===== src/verilog/mbo_pkg.sv =====
// constants for the memory barrier ordering block
package mbo_pkg;
    localparam int STYPE_W = 5;
    localparam int STYPE_HI = 10;
    localparam int STYPE_LO = 6;
    localparam int INSN_W = 32;
    localparam logic [4:0] CODE_FULL = 5'h00;
    localparam logic [4:0] CODE_STORE_STORE = 5'h04;
    localparam logic [4:0] CODE_ORDER_ALL = 5'h10;
    localparam logic [4:0] CODE_ACQUIRE = 5'h11;
    localparam logic [4:0] CODE_RELEASE = 5'h12;
    localparam logic [4:0] CODE_LOAD_LOAD = 5'h13;
    localparam int CNT_W = 8;
    typedef enum logic [1:0] {
        MBO_IDLE,
        MBO_DRAIN,
        MBO_GLOBAL
    } mbo_state_e;
endpackage


===== src/verilog/mbo_barrier.sv =====
// memory barrier ordering control: decode, drain and hold of younger accesses
`timescale 1ns/1ns
`default_nettype none
// Summary of operation
// - barrier type is instruction bits 10 to 6.
// - older loads/stores per code must reach ordering point before completion.
// - younger loads/stores per code held until the barrier completes.
// - code zero also waits for older accesses globally performed.
// - acquire orders older loads, holds younger loads and stores.
// - release orders older loads and stores, holds younger stores.
// - codes 1-3 and 5-15 free for implementation types.
// - any undefined nonzero code acts as full barrier.
// - only uncached or coherent shared accesses are ordered.
// - load performed when later store cannot change its value.
// - store performed when a later load returns its value.
// - load globally performed when performed for every storing agent.
// - store globally performed when every loading agent sees it.
// - coherent dma module counts as a cached coherent processor.
// - ordering point lives in the load/store datapath.
// - strongly ordered system may run barrier as no-operation.
// - older group effects visible before any younger effect.
// - cache maintenance and prefetch count as loads and stores.
module mbo_barrier
    import mbo_pkg::*;
#(
    parameter bit STRONGLY_ORDERED = 1'b0
) (
    input wire logic mclk,
    input wire logic resetn,
    input wire logic ce,
    input wire logic barrier_valid,
    input wire logic [mbo_pkg::INSN_W-1:0] barrier_insn,
    input wire logic issue_valid,
    input wire logic issue_is_load,
    input wire logic issue_is_store,
    input wire logic issue_is_cachemaint,
    input wire logic issue_sync_type,
    input wire logic older_loads_ordered,
    input wire logic older_stores_ordered,
    input wire logic older_global_done,
    output logic barrier_busy,
    output logic barrier_done,
    output logic hold_loads,
    output logic hold_stores,
    output logic issue_stall,
    output logic [mbo_pkg::STYPE_W-1:0] active_type
);
    import mbo_pkg::*;

    // ----------------------------------------------------------------
    // decode
    // ----------------------------------------------------------------
    logic [STYPE_W-1:0] stype;
    logic [STYPE_W-1:0] eff;
    logic need_old_ld, need_old_st, want_hold_ld, want_hold_st, need_glob;

    always_comb begin
        stype = barrier_insn[STYPE_HI:STYPE_LO];
        unique case (stype)
            CODE_STORE_STORE, CODE_ORDER_ALL, CODE_ACQUIRE, CODE_RELEASE, CODE_LOAD_LOAD: eff = stype;
            default: eff = CODE_FULL;
        endcase
        need_old_ld = 1'b1;
        need_old_st = 1'b1;
        want_hold_ld = 1'b1;
        want_hold_st = 1'b1;
        need_glob = 1'b0;
        unique case (eff)
            CODE_STORE_STORE: begin
                need_old_ld = 1'b0;
                want_hold_ld = 1'b0;
            end
            CODE_ACQUIRE: begin
                need_old_st = 1'b0;
            end
            CODE_RELEASE: begin
                want_hold_ld = 1'b0;
            end
            CODE_LOAD_LOAD: begin
                need_old_st = 1'b0;
                want_hold_st = 1'b0;
            end
            CODE_ORDER_ALL: begin
                need_glob = 1'b0;
            end
            default: begin
                need_glob = 1'b1;
            end
        endcase
    end

    // ----------------------------------------------------------------
    // barrier sequencer
    // ----------------------------------------------------------------
    mbo_state_e state, next_state;
    logic next_busy, next_done, next_hold_ld, next_hold_st;
    logic [STYPE_W-1:0] next_type;
    logic r_old_ld, r_old_st, r_glob, next_old_ld, next_old_st, next_glob;
    logic ordered_ok;

    always_comb begin
        next_state = state;
        next_busy = barrier_busy;
        next_done = 1'b0;
        next_hold_ld = hold_loads;
        next_hold_st = hold_stores;
        next_type = active_type;
        next_old_ld = r_old_ld;
        next_old_st = r_old_st;
        next_glob = r_glob;
        // ordering status comes from the load/store datapath
        ordered_ok = (!r_old_ld || older_loads_ordered) && (!r_old_st || older_stores_ordered);
        unique case (state)
            MBO_IDLE: begin
                if (barrier_valid) begin
                    next_type = eff;
                    if (STRONGLY_ORDERED) begin
                        next_done = 1'b1;
                    end else begin
                        next_state = MBO_DRAIN;
                        next_busy = 1'b1;
                        next_hold_ld = want_hold_ld;
                        next_hold_st = want_hold_st;
                        next_old_ld = need_old_ld;
                        next_old_st = need_old_st;
                        next_glob = need_glob;
                    end
                end
            end
            MBO_DRAIN: begin
                // performed status judged by the datapath
                if (ordered_ok) begin
                    if (r_glob) begin
                        next_state = MBO_GLOBAL;
                    end else begin
                        next_state = MBO_IDLE;
                        next_busy = 1'b0;
                        next_done = 1'b1;
                        next_hold_ld = 1'b0;
                        next_hold_st = 1'b0;
                    end
                end
            end
            MBO_GLOBAL: begin
                // coherent dma agents are counted by the hierarchy too
                if (older_global_done) begin
                    next_state = MBO_IDLE;
                    next_busy = 1'b0;
                    next_done = 1'b1;
                    next_hold_ld = 1'b0;
                    next_hold_st = 1'b0;
                end
            end
            default: next_state = MBO_IDLE;
        endcase
    end

    always_ff @(posedge mclk) begin
        if (!resetn) begin
            state <= MBO_IDLE;
            barrier_busy <= 1'b0;
            barrier_done <= 1'b0;
            hold_loads <= 1'b0;
            hold_stores <= 1'b0;
            active_type <= CODE_FULL;
            r_old_ld <= 1'b0;
            r_old_st <= 1'b0;
            r_glob <= 1'b0;
        end else if (ce) begin
            state <= next_state;
            barrier_busy <= next_busy;
            barrier_done <= next_done;
            hold_loads <= next_hold_ld;
            hold_stores <= next_hold_st;
            active_type <= next_type;
            r_old_ld <= next_old_ld;
            r_old_st <= next_old_st;
            r_glob <= next_glob;
        end
    end

    // ----------------------------------------------------------------
    // younger issue stall
    // ----------------------------------------------------------------
    logic next_stall, is_ld, is_st;

    always_comb begin
        // cache ops count as both loads and stores
        is_ld = issue_is_load || issue_is_cachemaint;
        is_st = issue_is_store || issue_is_cachemaint;
        // stall held classes while a barrier is open
        // younger group waits for older group
        next_stall = issue_valid && issue_sync_type
            && ((next_hold_ld && is_ld) || (next_hold_st && is_st));
    end

    always_ff @(posedge mclk) begin
        if (!resetn) begin
            issue_stall <= 1'b0;
        end else if (ce) begin
            issue_stall <= next_stall;
        end
    end
endmodule
`default_nettype wire


===== config.mk =====
export PLATFORM = sky130hd
export DESIGN_NAME = mbo_barrier
export DESIGN_NICKNAME = d
export VERILOG_FILES = /design/src/verilog/mbo_pkg.sv /design/src/verilog/mbo_barrier.sv
export SDC_FILE = /design/constraint.sdc
export NUM_CORES = 1
export LEC_CHECK = 0
export BUFFER_PORTS_ARGS = -buffer_cell sky130_fd_sc_hd__buf_2
export CAP_MARGIN = 20
export CORE_MARGIN = 10
export CORE_UTILIZATION = 36
export CTS_CLUSTER_DIAMETER = 100
export CTS_CLUSTER_SIZE = 20
export DETAILED_ROUTE_END_ITERATION = 6
export PLACE_DENSITY = 0.73
export SLEW_MARGIN = 15
export SYNTH_ARGS = -nofsm -noshare
export SYNTH_HDL_FRONTEND = slang
export SYNTH_SLANG_ARGS = --single-unit

===== constraint.sdc =====
create_clock -name mclk -period 1.52 [get_ports mclk]
set_input_delay 0.456 -clock mclk [delete_from_list [all_inputs] [get_ports mclk]]
set_output_delay 0.456 -clock mclk [all_outputs]
set_load 0.02 [all_outputs]

After elaboration in Yosys (flattened, before gate mapping) --
Cells that the tools add are included.
Word-level totals: register bits after elaboration 15, bits of input ports 44, output and inout bits 10
Operators by class: equality and inequality tests 16, mux-type cells 30, reduce and logical (&&, ||, !) cells 21
Operator list (count):
- $eq 5x5->1 const B | 8
- $mux 1 | 20
- $eq 5x3->1 const B | 2
- $reduce_or 5->1 | 2
- $pmux 1 s3 | 3
- $mux 2 | 4
- $ne 2x2->1 const B | 4
- $pmux 2 s3 | 1
- $reduce_and 6->1 | 1
- $logic_and 1x1->1 | 5
- $logic_or 1x1->1 | 5
- $mux 5 | 1
- $reduce_and 4->1 | 1
- $reduce_or 2->1 | 2
- $reduce_and 3->1 | 1
- $reduce_bool 3->1 | 1
- $eq 2x1->1 const B | 1
- $eq 2x2->1 const B | 1
- $logic_not 1->1 | 2
- $logic_not 2->1 | 1
- $pmux 1 s2 | 1

Longest topological paths before layout --
Gate-level depths: netlist of run 1.
word-level depth 11, mapped depth 6, depth with buffers taken out 6

Worst setup path after synthesis of run 1 --
OpenSTA, ideal clock, no wires.
kind input-to-reg, start point in barrier_insn[10] (netlist name), end point reg active_type[1] (netlist name), data arrival time 1.383 ns, data required time 1.455 ns, setup slack 0.072 ns, cell stages on the path 4, buffers on the path 0, cells stage by stage or4b_4 > a211oi_2 > a22oi_1 > nor2_1
On the way: cells in the longest elaborated chain, start to end 3, elaborated cells on any way between the ends 7, those cells by class eq/ne: 5; mux: 1; reduce/logical: 1
Ends and longest elaborated chain:
- from (decl) | RTL line mbo_barrier.sv:32 | input wire logic [mbo_pkg::INSN_W-1:0] barrier_insn,
- $eq 5x3->1 or $eq 5x5->1 (tied branches) | RTL line mbo_barrier.sv:59 | unique case (stype)
- $reduce_or 5->1 * | RTL line mbo_barrier.sv:59
- $mux 5 * | RTL line mbo_barrier.sv:59
- to (signal assigned) | RTL line mbo_barrier.sv:175 | active_type <= next_type;
- to (decl) | RTL line mbo_barrier.sv:46 | output logic [mbo_pkg::STYPE_W-1:0] active_type
Every way passes the cells marked *; elsewhere a longest branch is shown, timed or not. A chain may end at the register's enable or synchronous reset.

Worst setup path after layout of run 1 --
start point reg state[0], end point reg state[1]
On the way: cells in the longest elaborated chain, start to end 3, elaborated cells on any way between the ends 8, those cells by class eq/ne: 5; mux: 1; reduce/logical: 2
Ends and longest elaborated chain:
- from (decl) | RTL line mbo_barrier.sv:95 | mbo_state_e state, next_state;
- from (signal assigned) | RTL line mbo_barrier.sv:170 | state <= next_state;
- $eq 2x1->1, or another cell as far along | RTL line mbo_barrier.sv:113 | unique case (state)
- $ne 2x2->1 (no line)
- $reduce_and 4->1 (no line)
Several ways; a longest one is shown, not always the timed one.

==> results.sh, run 1 <==
export IMPL_status="complete, no violations"
export IMPL_worst_path_largest_cell_delay_ns=0.53
export IMPL_synthCells=96
export IMPL_netlist_area_sq_um=806
export IMPL_synthesis_yosys_warnings=0
export IMPL_synth_seq_area_share=0.373
export IMPL_dieArea_sq_um=4530
export IMPL_multi_input_area_sq_um=576
export IMPL_number_of_global_route_vias_before_repair=874
export IMPL_synth_top_area_cell="sky130_fd_sc_hd__dfxtp_1"
export IMPL_boundaryPins=54
export IMPL_async_flop_share=0
export IMPL_ctsRootBufferMaster="sky130_fd_sc_hd__clkbuf_4"
export IMPL_synth_top_cells_by_area="sky130_fd_sc_hd__dfxtp_1 37%, sky130_fd_sc_hd__ha_1 6.2%, sky130_fd_sc_hd__nand2b_1 6.2%"
export IMPL_place_congestion=0.819
export IMPL_grt_overflow_total=0
export IMPL_worst_path_max_fanout=3
export IMPL_worst_endpoint_required_ns=1.74
export IMPL_core_area_sq_um=2170
export IMPL_avgViaCountPerCell=5.16
export IMPL_synth_edff_count=0
export IMPL_crit_chain="inv_2 > ha_4 > nand2b_4 > nand3_4 > or4_4 > a21oi_2"
export IMPL_grt_setup_unrepaired="yes"
export IMPL_timing_critical_path_to_type="flip-flop"
export IMPL_die_height_um=67.3
export IMPL_timing_worst_setup_path_type="reg2reg"
export IMPL_vias=867
export IMPL_synthDistinctLibCells=35
export IMPL_grt_util_all_layers=0.101
export IMPL_initial_core_util=0.371
export IMPL_hpwl_um=1800
export IMPL_worst_ep_arrival_time_ns=1.74
export IMPL_synth_cells_most_frequent="15 x sky130_fd_sc_hd__dfxtp_1, 8 x sky130_fd_sc_hd__a21oi_1, 8 x sky130_fd_sc_hd__nand2_1, 8 x sky130_fd_sc_hd__nand2b_1, 8 x sky130_fd_sc_hd__o21ai_0"
export IMPL_timing_hold_violations_final=0
export IMPL_tritoncts="built"
export IMPL_grt_pass1_wl_um=3730
export IMPL_yosys_cell_count_top_type="sky130_fd_sc_hd__dfxtp_1"
export IMPL_grt_max_degree=11
export IMPL_nNetsFinal=189
export IMPL_io_buffers=26
export IMPL_max_clock_skew_ns=0.00519
export IMPL_timing_fmax_mhz=658
export IMPL_cts_htree_levels=1
export IMPL_timing_final_crit_share=1.00
export IMPL_synth_flop_cell="sky130_fd_sc_hd__dfxtp_1"
export IMPL_totalWireLength_um=2340
export IMPL_crit_slowest_cell="sky130_fd_sc_hd__or4_4"
export IMPL_static_leakage_power_nw=0.525
export IMPL_num_fill_cells=212
export IMPL_synth_top_area_frac=0.373
export IMPL_post_route_ant_nets=0
export IMPL_tightest_slew_ns=0.324
export IMPL_drive_gt1_frac=0.493
export IMPL_worst_vdd_ir_uv=561
export IMPL_core_rowCount=17
export IMPL_drt_wirelength_per_cell_um=13.9
export IMPL_syn_avg_cell_area_sq_um=8.39
export IMPL_post_route_drc_count=0
export IMPL_slew_violations=0
export IMPL_hold_path_class="reg2reg"
export IMPL_cts_reportedPaths_clkPinSlew_ns=0.10
export IMPL_syn2layout_area_growth_pct=50.2
export IMPL_postLayoutCoreUtil=0.558
export IMPL_clock_path_buffers=2
export IMPL_worst_skew_pair_later_pin_latency_ns=0.29
export IMPL_ys_seq_elements=15
export IMPL_sinks_on_clock_net=15
export IMPL_max_cap_viol_count=0
export IMPL_number_of_optimization_iterations_in_the_first_detailed_route_pass=4
export IMPL_post_layout_nonfiller_instances=168
export IMPL_dieWidth_um=67.3
export IMPL_relSlewSlack=0.784
export IMPL_detailedRoute_firstIterationViolations=23
export IMPL_setup_violations_final=0
export IMPL_cts_inserted_buffers=3
export IMPL_grt_antenna_before_repair=0
export IMPL_power_density_nw_per_um2=704
export IMPL_dp_cells=162
export IMPL_n_antenna_cell=0
export IMPL_regArea_sq_um=308
export IMPL_post_route_min_period_ns=1.52
export IMPL_setup_worst_path_start_class="flip-flop"
export IMPL_syn_nets=144
-- cells by family after synthesis --
| logic type | share of synthesized area |
|---|---|
| buffers and inverters | 0.0295 |
| DFF | 0.373 |
| AOI/OAI and AO/OA | 0.202 |
| muxes | 0.0124 |
| adders and majority gates | 0.0621 |
| and+or+nand+nor | 0.321 |
-- per-layer routing --
layer | wire length (um) | vias to the layer above | track usage
met5 | 0 | - | 0
met4 | 28 | 0 | 0.0436
met3 | 171 | 2 | 0.0314
met2 | 1150 | 27 | 0.167
met1 | 992 | 399 | 0.118
li1 | - | 439 | -
-- sequential cells by signal, indices dropped and copies added (netlist names) --
name / flops
issue_stall: 1
r_glob: 1
barrier_done: 1
r_old_ld: 1
hold_stores: 1
active_type: 5
r_old_st: 1
barrier_busy: 1
state: 2
hold_loads: 1
-- power breakdown --
part | total (mW) | internal, mW | switching (mW)
clock network | 0.244 | 0.100 | 0.144
registers | 0.418 | 0.408 | 0.00950
logic | 0.190 | 0.0901 | 0.100
total | 0.852 | 0.598 | 0.253
-- area by class of cell --
| cell class | count | share of cell area |
|---|---|---|
| timing repair buffer | 41 | 0.201 |
| sequential | 15 | 0.254 |
| inverter | 5 | 0.0155 |
| clock inverter | 1 | 0.00620 |
| multi-input combinational | 75 | 0.476 |
| clock buffer | 3 | 0.0186 |
| tap | 28 | 0.0290 |
-- critical path, delay by kind of cell, from the launching register on --
family | cells | cell delay [ns]
buffers and inverters | 1 | 0.06
flip-flops | 1 | 0.37
adder cells (fa/ha/maj) | 1 | 0.17
AND/OR/NAND/NOR | 3 | 0.70
AO/OA/AOI/OAI | 1 | 0.15
-- placed cells by master (no fill, tap or decap), types with 3 or more instances in the layout --
master,synthesis,final
sky130_fd_sc_hd__a21oi_1,8,6
sky130_fd_sc_hd__buf_2,1,26
sky130_fd_sc_hd__buf_4,0,15
sky130_fd_sc_hd__clkbuf_4,0,3
sky130_fd_sc_hd__dfxtp_1,15,13
sky130_fd_sc_hd__inv_2,1,4
sky130_fd_sc_hd__nand2_1,8,8
sky130_fd_sc_hd__nand2b_1,8,5
sky130_fd_sc_hd__nand2b_4,0,3
sky130_fd_sc_hd__nor2_1,7,7
sky130_fd_sc_hd__o21ai_0,8,7
-- metrics by stage --
step	TNS (ns)	area, sq um	power (mW)	hold slack [ns]	setup WS, ns
floorplan	0	806	0.510	0.477	0.0721
global placement	-0.428	1060	0.586	0.446	-0.100
detailed placement	-0.659	1060	0.592	0.454	-0.118
CTS	0	1110	0.839	0.469	0.0146
global route	-0.104	1210	0.901	0.491	-0.0378
finish	0	1210	0.852	0.462	0.000215
-- worst paths after layout --
path | startpoint | endpoint | slack, ns | cells after the start
worst max-delay path | state[0] | state[1] | 0.0002 | 6
worst min-delay path | active_type[0] | active_type[0] | 0.46 | 2
worst max register to register | state[0] | state[1] | 0.0002 | 6
worst min register to register | active_type[0] | active_type[0] | 0.46 | 2
-- what timing repair did --
action | 4_1_cts | 5_1_grt
hold buffers | 0 | 0
gates resized for setup | 5 | 20
pin swaps | 0 | 4
endpoints found under the setup margin | 4 | 4
setup buffers | 0 | 2
Note: power is estimated with default switching activity, not from simulation.
==> run 2: changes to the inputs <==
==> constraint.sdc (replaced) <==
create_clock -name mclk -period 1.52 [get_ports mclk]
set_input_delay 0.152 -clock mclk [delete_from_list [all_inputs] [get_ports mclk]]
set_output_delay 0.152 -clock mclk [all_outputs]
set_load 0.02 [all_outputs]
==> results.sh, run 2 (same netlist as run 1, synthesis figures left out) <==
export IMPL_core_rowCount=17
export IMPL_post_layout_nonfiller_instances=160
export IMPL_timing_critical_path_to_type="flip-flop"
export IMPL_avgViaCountPerCell=5.23
export IMPL_finalSetupTns_ns=0
export IMPL_drt_wirelength_per_cell_um=13.4
export IMPL_stdcell_area_sq_um=1080
export IMPL_number_of_optimization_iterations_in_the_first_detailed_route_pass=4
export IMPL_ff2ff_setup_slack_ns=0.04
export IMPL_final_common_cell="sky130_fd_sc_hd__buf_2"
export IMPL_grt_util_all_layers=0.0944
export IMPL_number_of_global_route_vias_before_repair=774
export IMPL_slew_violations=0
export IMPL_post_route_ant_nets=0
export IMPL_tritoncts="built"
export IMPL_timing_final_crit_share=0.974
export IMPL_initial_core_util=0.371
export IMPL_critPathBufInv=2
export IMPL_worst_path_largest_cell_delay_ns=0.49
export IMPL_post_route_min_period_ns=1.48
export IMPL_boundaryPins=54
export IMPL_grt_overflow_total=0
export IMPL_worst_vdd_ir_uv=498
export IMPL_n_antenna_cell=0
export IMPL_postLayoutCoreUtil=0.499
export IMPL_crit_chain="inv_1 > ha_1 > inv_2 > a21oi_2 > or4_1 > a21oi_1"
export IMPL_tightest_slew_ns=0.356
export IMPL_max_cap_viol_count=0
export IMPL_placement_cell_area_sq_um=1000
export IMPL_total_switching_power_mw=0.242
export IMPL_fraction_of_power_consumed_by_sequential_logic=0.509
export IMPL_largest_reg_flops=5
export IMPL_worst_path_max_fanout=6
export IMPL_cts_htree_levels=1
export IMPL_post_route_drc_count=0
export IMPL_crit_slowest_cell="sky130_fd_sc_hd__or4_1"
export IMPL_cts_reportedPaths_clkPinSlew_ns=0.10
export IMPL_hpwl_um=1650
export IMPL_cts_inserted_buffers=3
export IMPL_power_density_nw_per_um2=760
export IMPL_drive_gt1_frac=0.402
export IMPL_holdPathEnd="active_type[1]"
export IMPL_setup_worst_path_start_class="flip-flop"
export IMPL_worst_hold_slack_ns=0.176
export IMPL_dieWidth_um=67.3
export IMPL_timing_critical_path_max_delay_family="simple AND/OR/NAND/NOR gates"
export IMPL_core_area_sq_um=2170
export IMPL_grt_pass1_wl_um=3420
export IMPL_vias=837
export IMPL_ctsRootBufferMaster="sky130_fd_sc_hd__clkbuf_4"
export IMPL_io_buffers=26
export IMPL_ff2ff_path_depth=6
export IMPL_totalWireLength_um=2150
export IMPL_detailedRoute_firstIterationViolations=40
export IMPL_setup_slack_ns=0.0391
export IMPL_grt_antenna_before_repair=0
export IMPL_timing_hold_violations_final=0
export IMPL_sinks_on_clock_net=15
export IMPL_place_congestion=0.793
export IMPL_timing_fmax_mhz=675
export IMPL_die_height_um=67.3
export IMPL_hold_start="barrier_insn[7]"
export IMPL_worst_skew_pair_later_pin_latency_ns=0.29
export IMPL_report_power_total_mw=0.824
export IMPL_regMostFlops="active_type"
export IMPL_grt_max_degree=11
export IMPL_dieArea_sq_um=4530
export IMPL_setup_violations_final=0
export IMPL_r2r_start="state[1]"
export IMPL_internal_power_mw=0.582
export IMPL_worst_endpoint_required_ns=1.74
export IMPL_syn2layout_area_growth_pct=34.5
export IMPL_nNetsFinal=181
export IMPL_p_comb_frac=0.193
export IMPL_clock_power_share=0.298
export IMPL_biggestRegsByFlops="active_type x5, state x2"
export IMPL_layout_common_cells="26 x sky130_fd_sc_hd__buf_2, 13 x sky130_fd_sc_hd__dfxtp_1, 8 x sky130_fd_sc_hd__o21ai_0, 8 x sky130_fd_sc_hd__nand2_1"
export IMPL_relSlewSlack=0.761
export IMPL_max_clock_skew_ns=0.00657
export IMPL_dp_cells=154
export IMPL_whs_path_depth=3
export IMPL_placement_stage_worst_setup_slack_ns=0.000621
export IMPL_net_switching_share_of_the_total_power=0.294
export IMPL_worstReg2RegEnd="state[1]"
export IMPL_cts_hold_buf=0
export IMPL_timing_worst_setup_path_type="reg2reg"
export IMPL_hold_path_class="in2reg"
export IMPL_clock_path_buffers=2
export IMPL_worst_ep_arrival_time_ns=1.70
export IMPL_status="complete, no violations"
export IMPL_static_leakage_power_nw=0.476
## run 2: worst max path at each step
stage / from / endpoint / cells after the start
finish: state[1] / state[1] / 6
floorplan: state[0] / state[1] / 6
CTS: state[1] / state[1] / 6
global placement: state[0] / barrier_busy / 6
detailed placement: state[1] / state[1] / 6
global route: state[1] / state[1] / 6
## run 2: power groups by stage
stage	Clock [mW]	Sequential, mW	Combinational, mW
after global placement	0	0.427	0.145
after floorplan	0	0.439	0.0717
after CTS	0.251	0.419	0.149
after detailed placement	0	0.428	0.148
after global routing	0.261	0.422	0.177
final	0.245	0.420	0.159
## run 2: area by class of cell
type / count / area [sq um]
Fill cell: 227 / 1090
Tap cell: 28 / 35.0
Inverter: 5 / 18.8
Timing Repair Buffer: 33 / 183
Multi-Input combinational cell: 75 / 514
Sequential cell: 15 / 303
Clock inverter: 1 / 7.51
Clock buffer: 3 / 22.5
## run 2: what timing repair did
action | in CTS | in global routing
pin swaps | 0 | 2
gates resized for setup | 2 | 9
setup endpoints to repair | 3 | 4
setup buffers | 0 | 2
## run 2: routing by layer
layer,global-route usage,vias to the layer above,part of all wire
met4,0.0538,0,0.023
met3,0.0215,6,0.080
met1,0.121,379,0.46
met5,0,-,0
met2,0.142,28,0.44
li1,-,424,-
## run 2: tightest hold or removal path: stages
cell and delay, ns:
sky130_fd_sc_hd__buf_2 0.14, sky130_fd_sc_hd__a22oi_1 0.07, sky130_fd_sc_hd__nor2_1 0.08
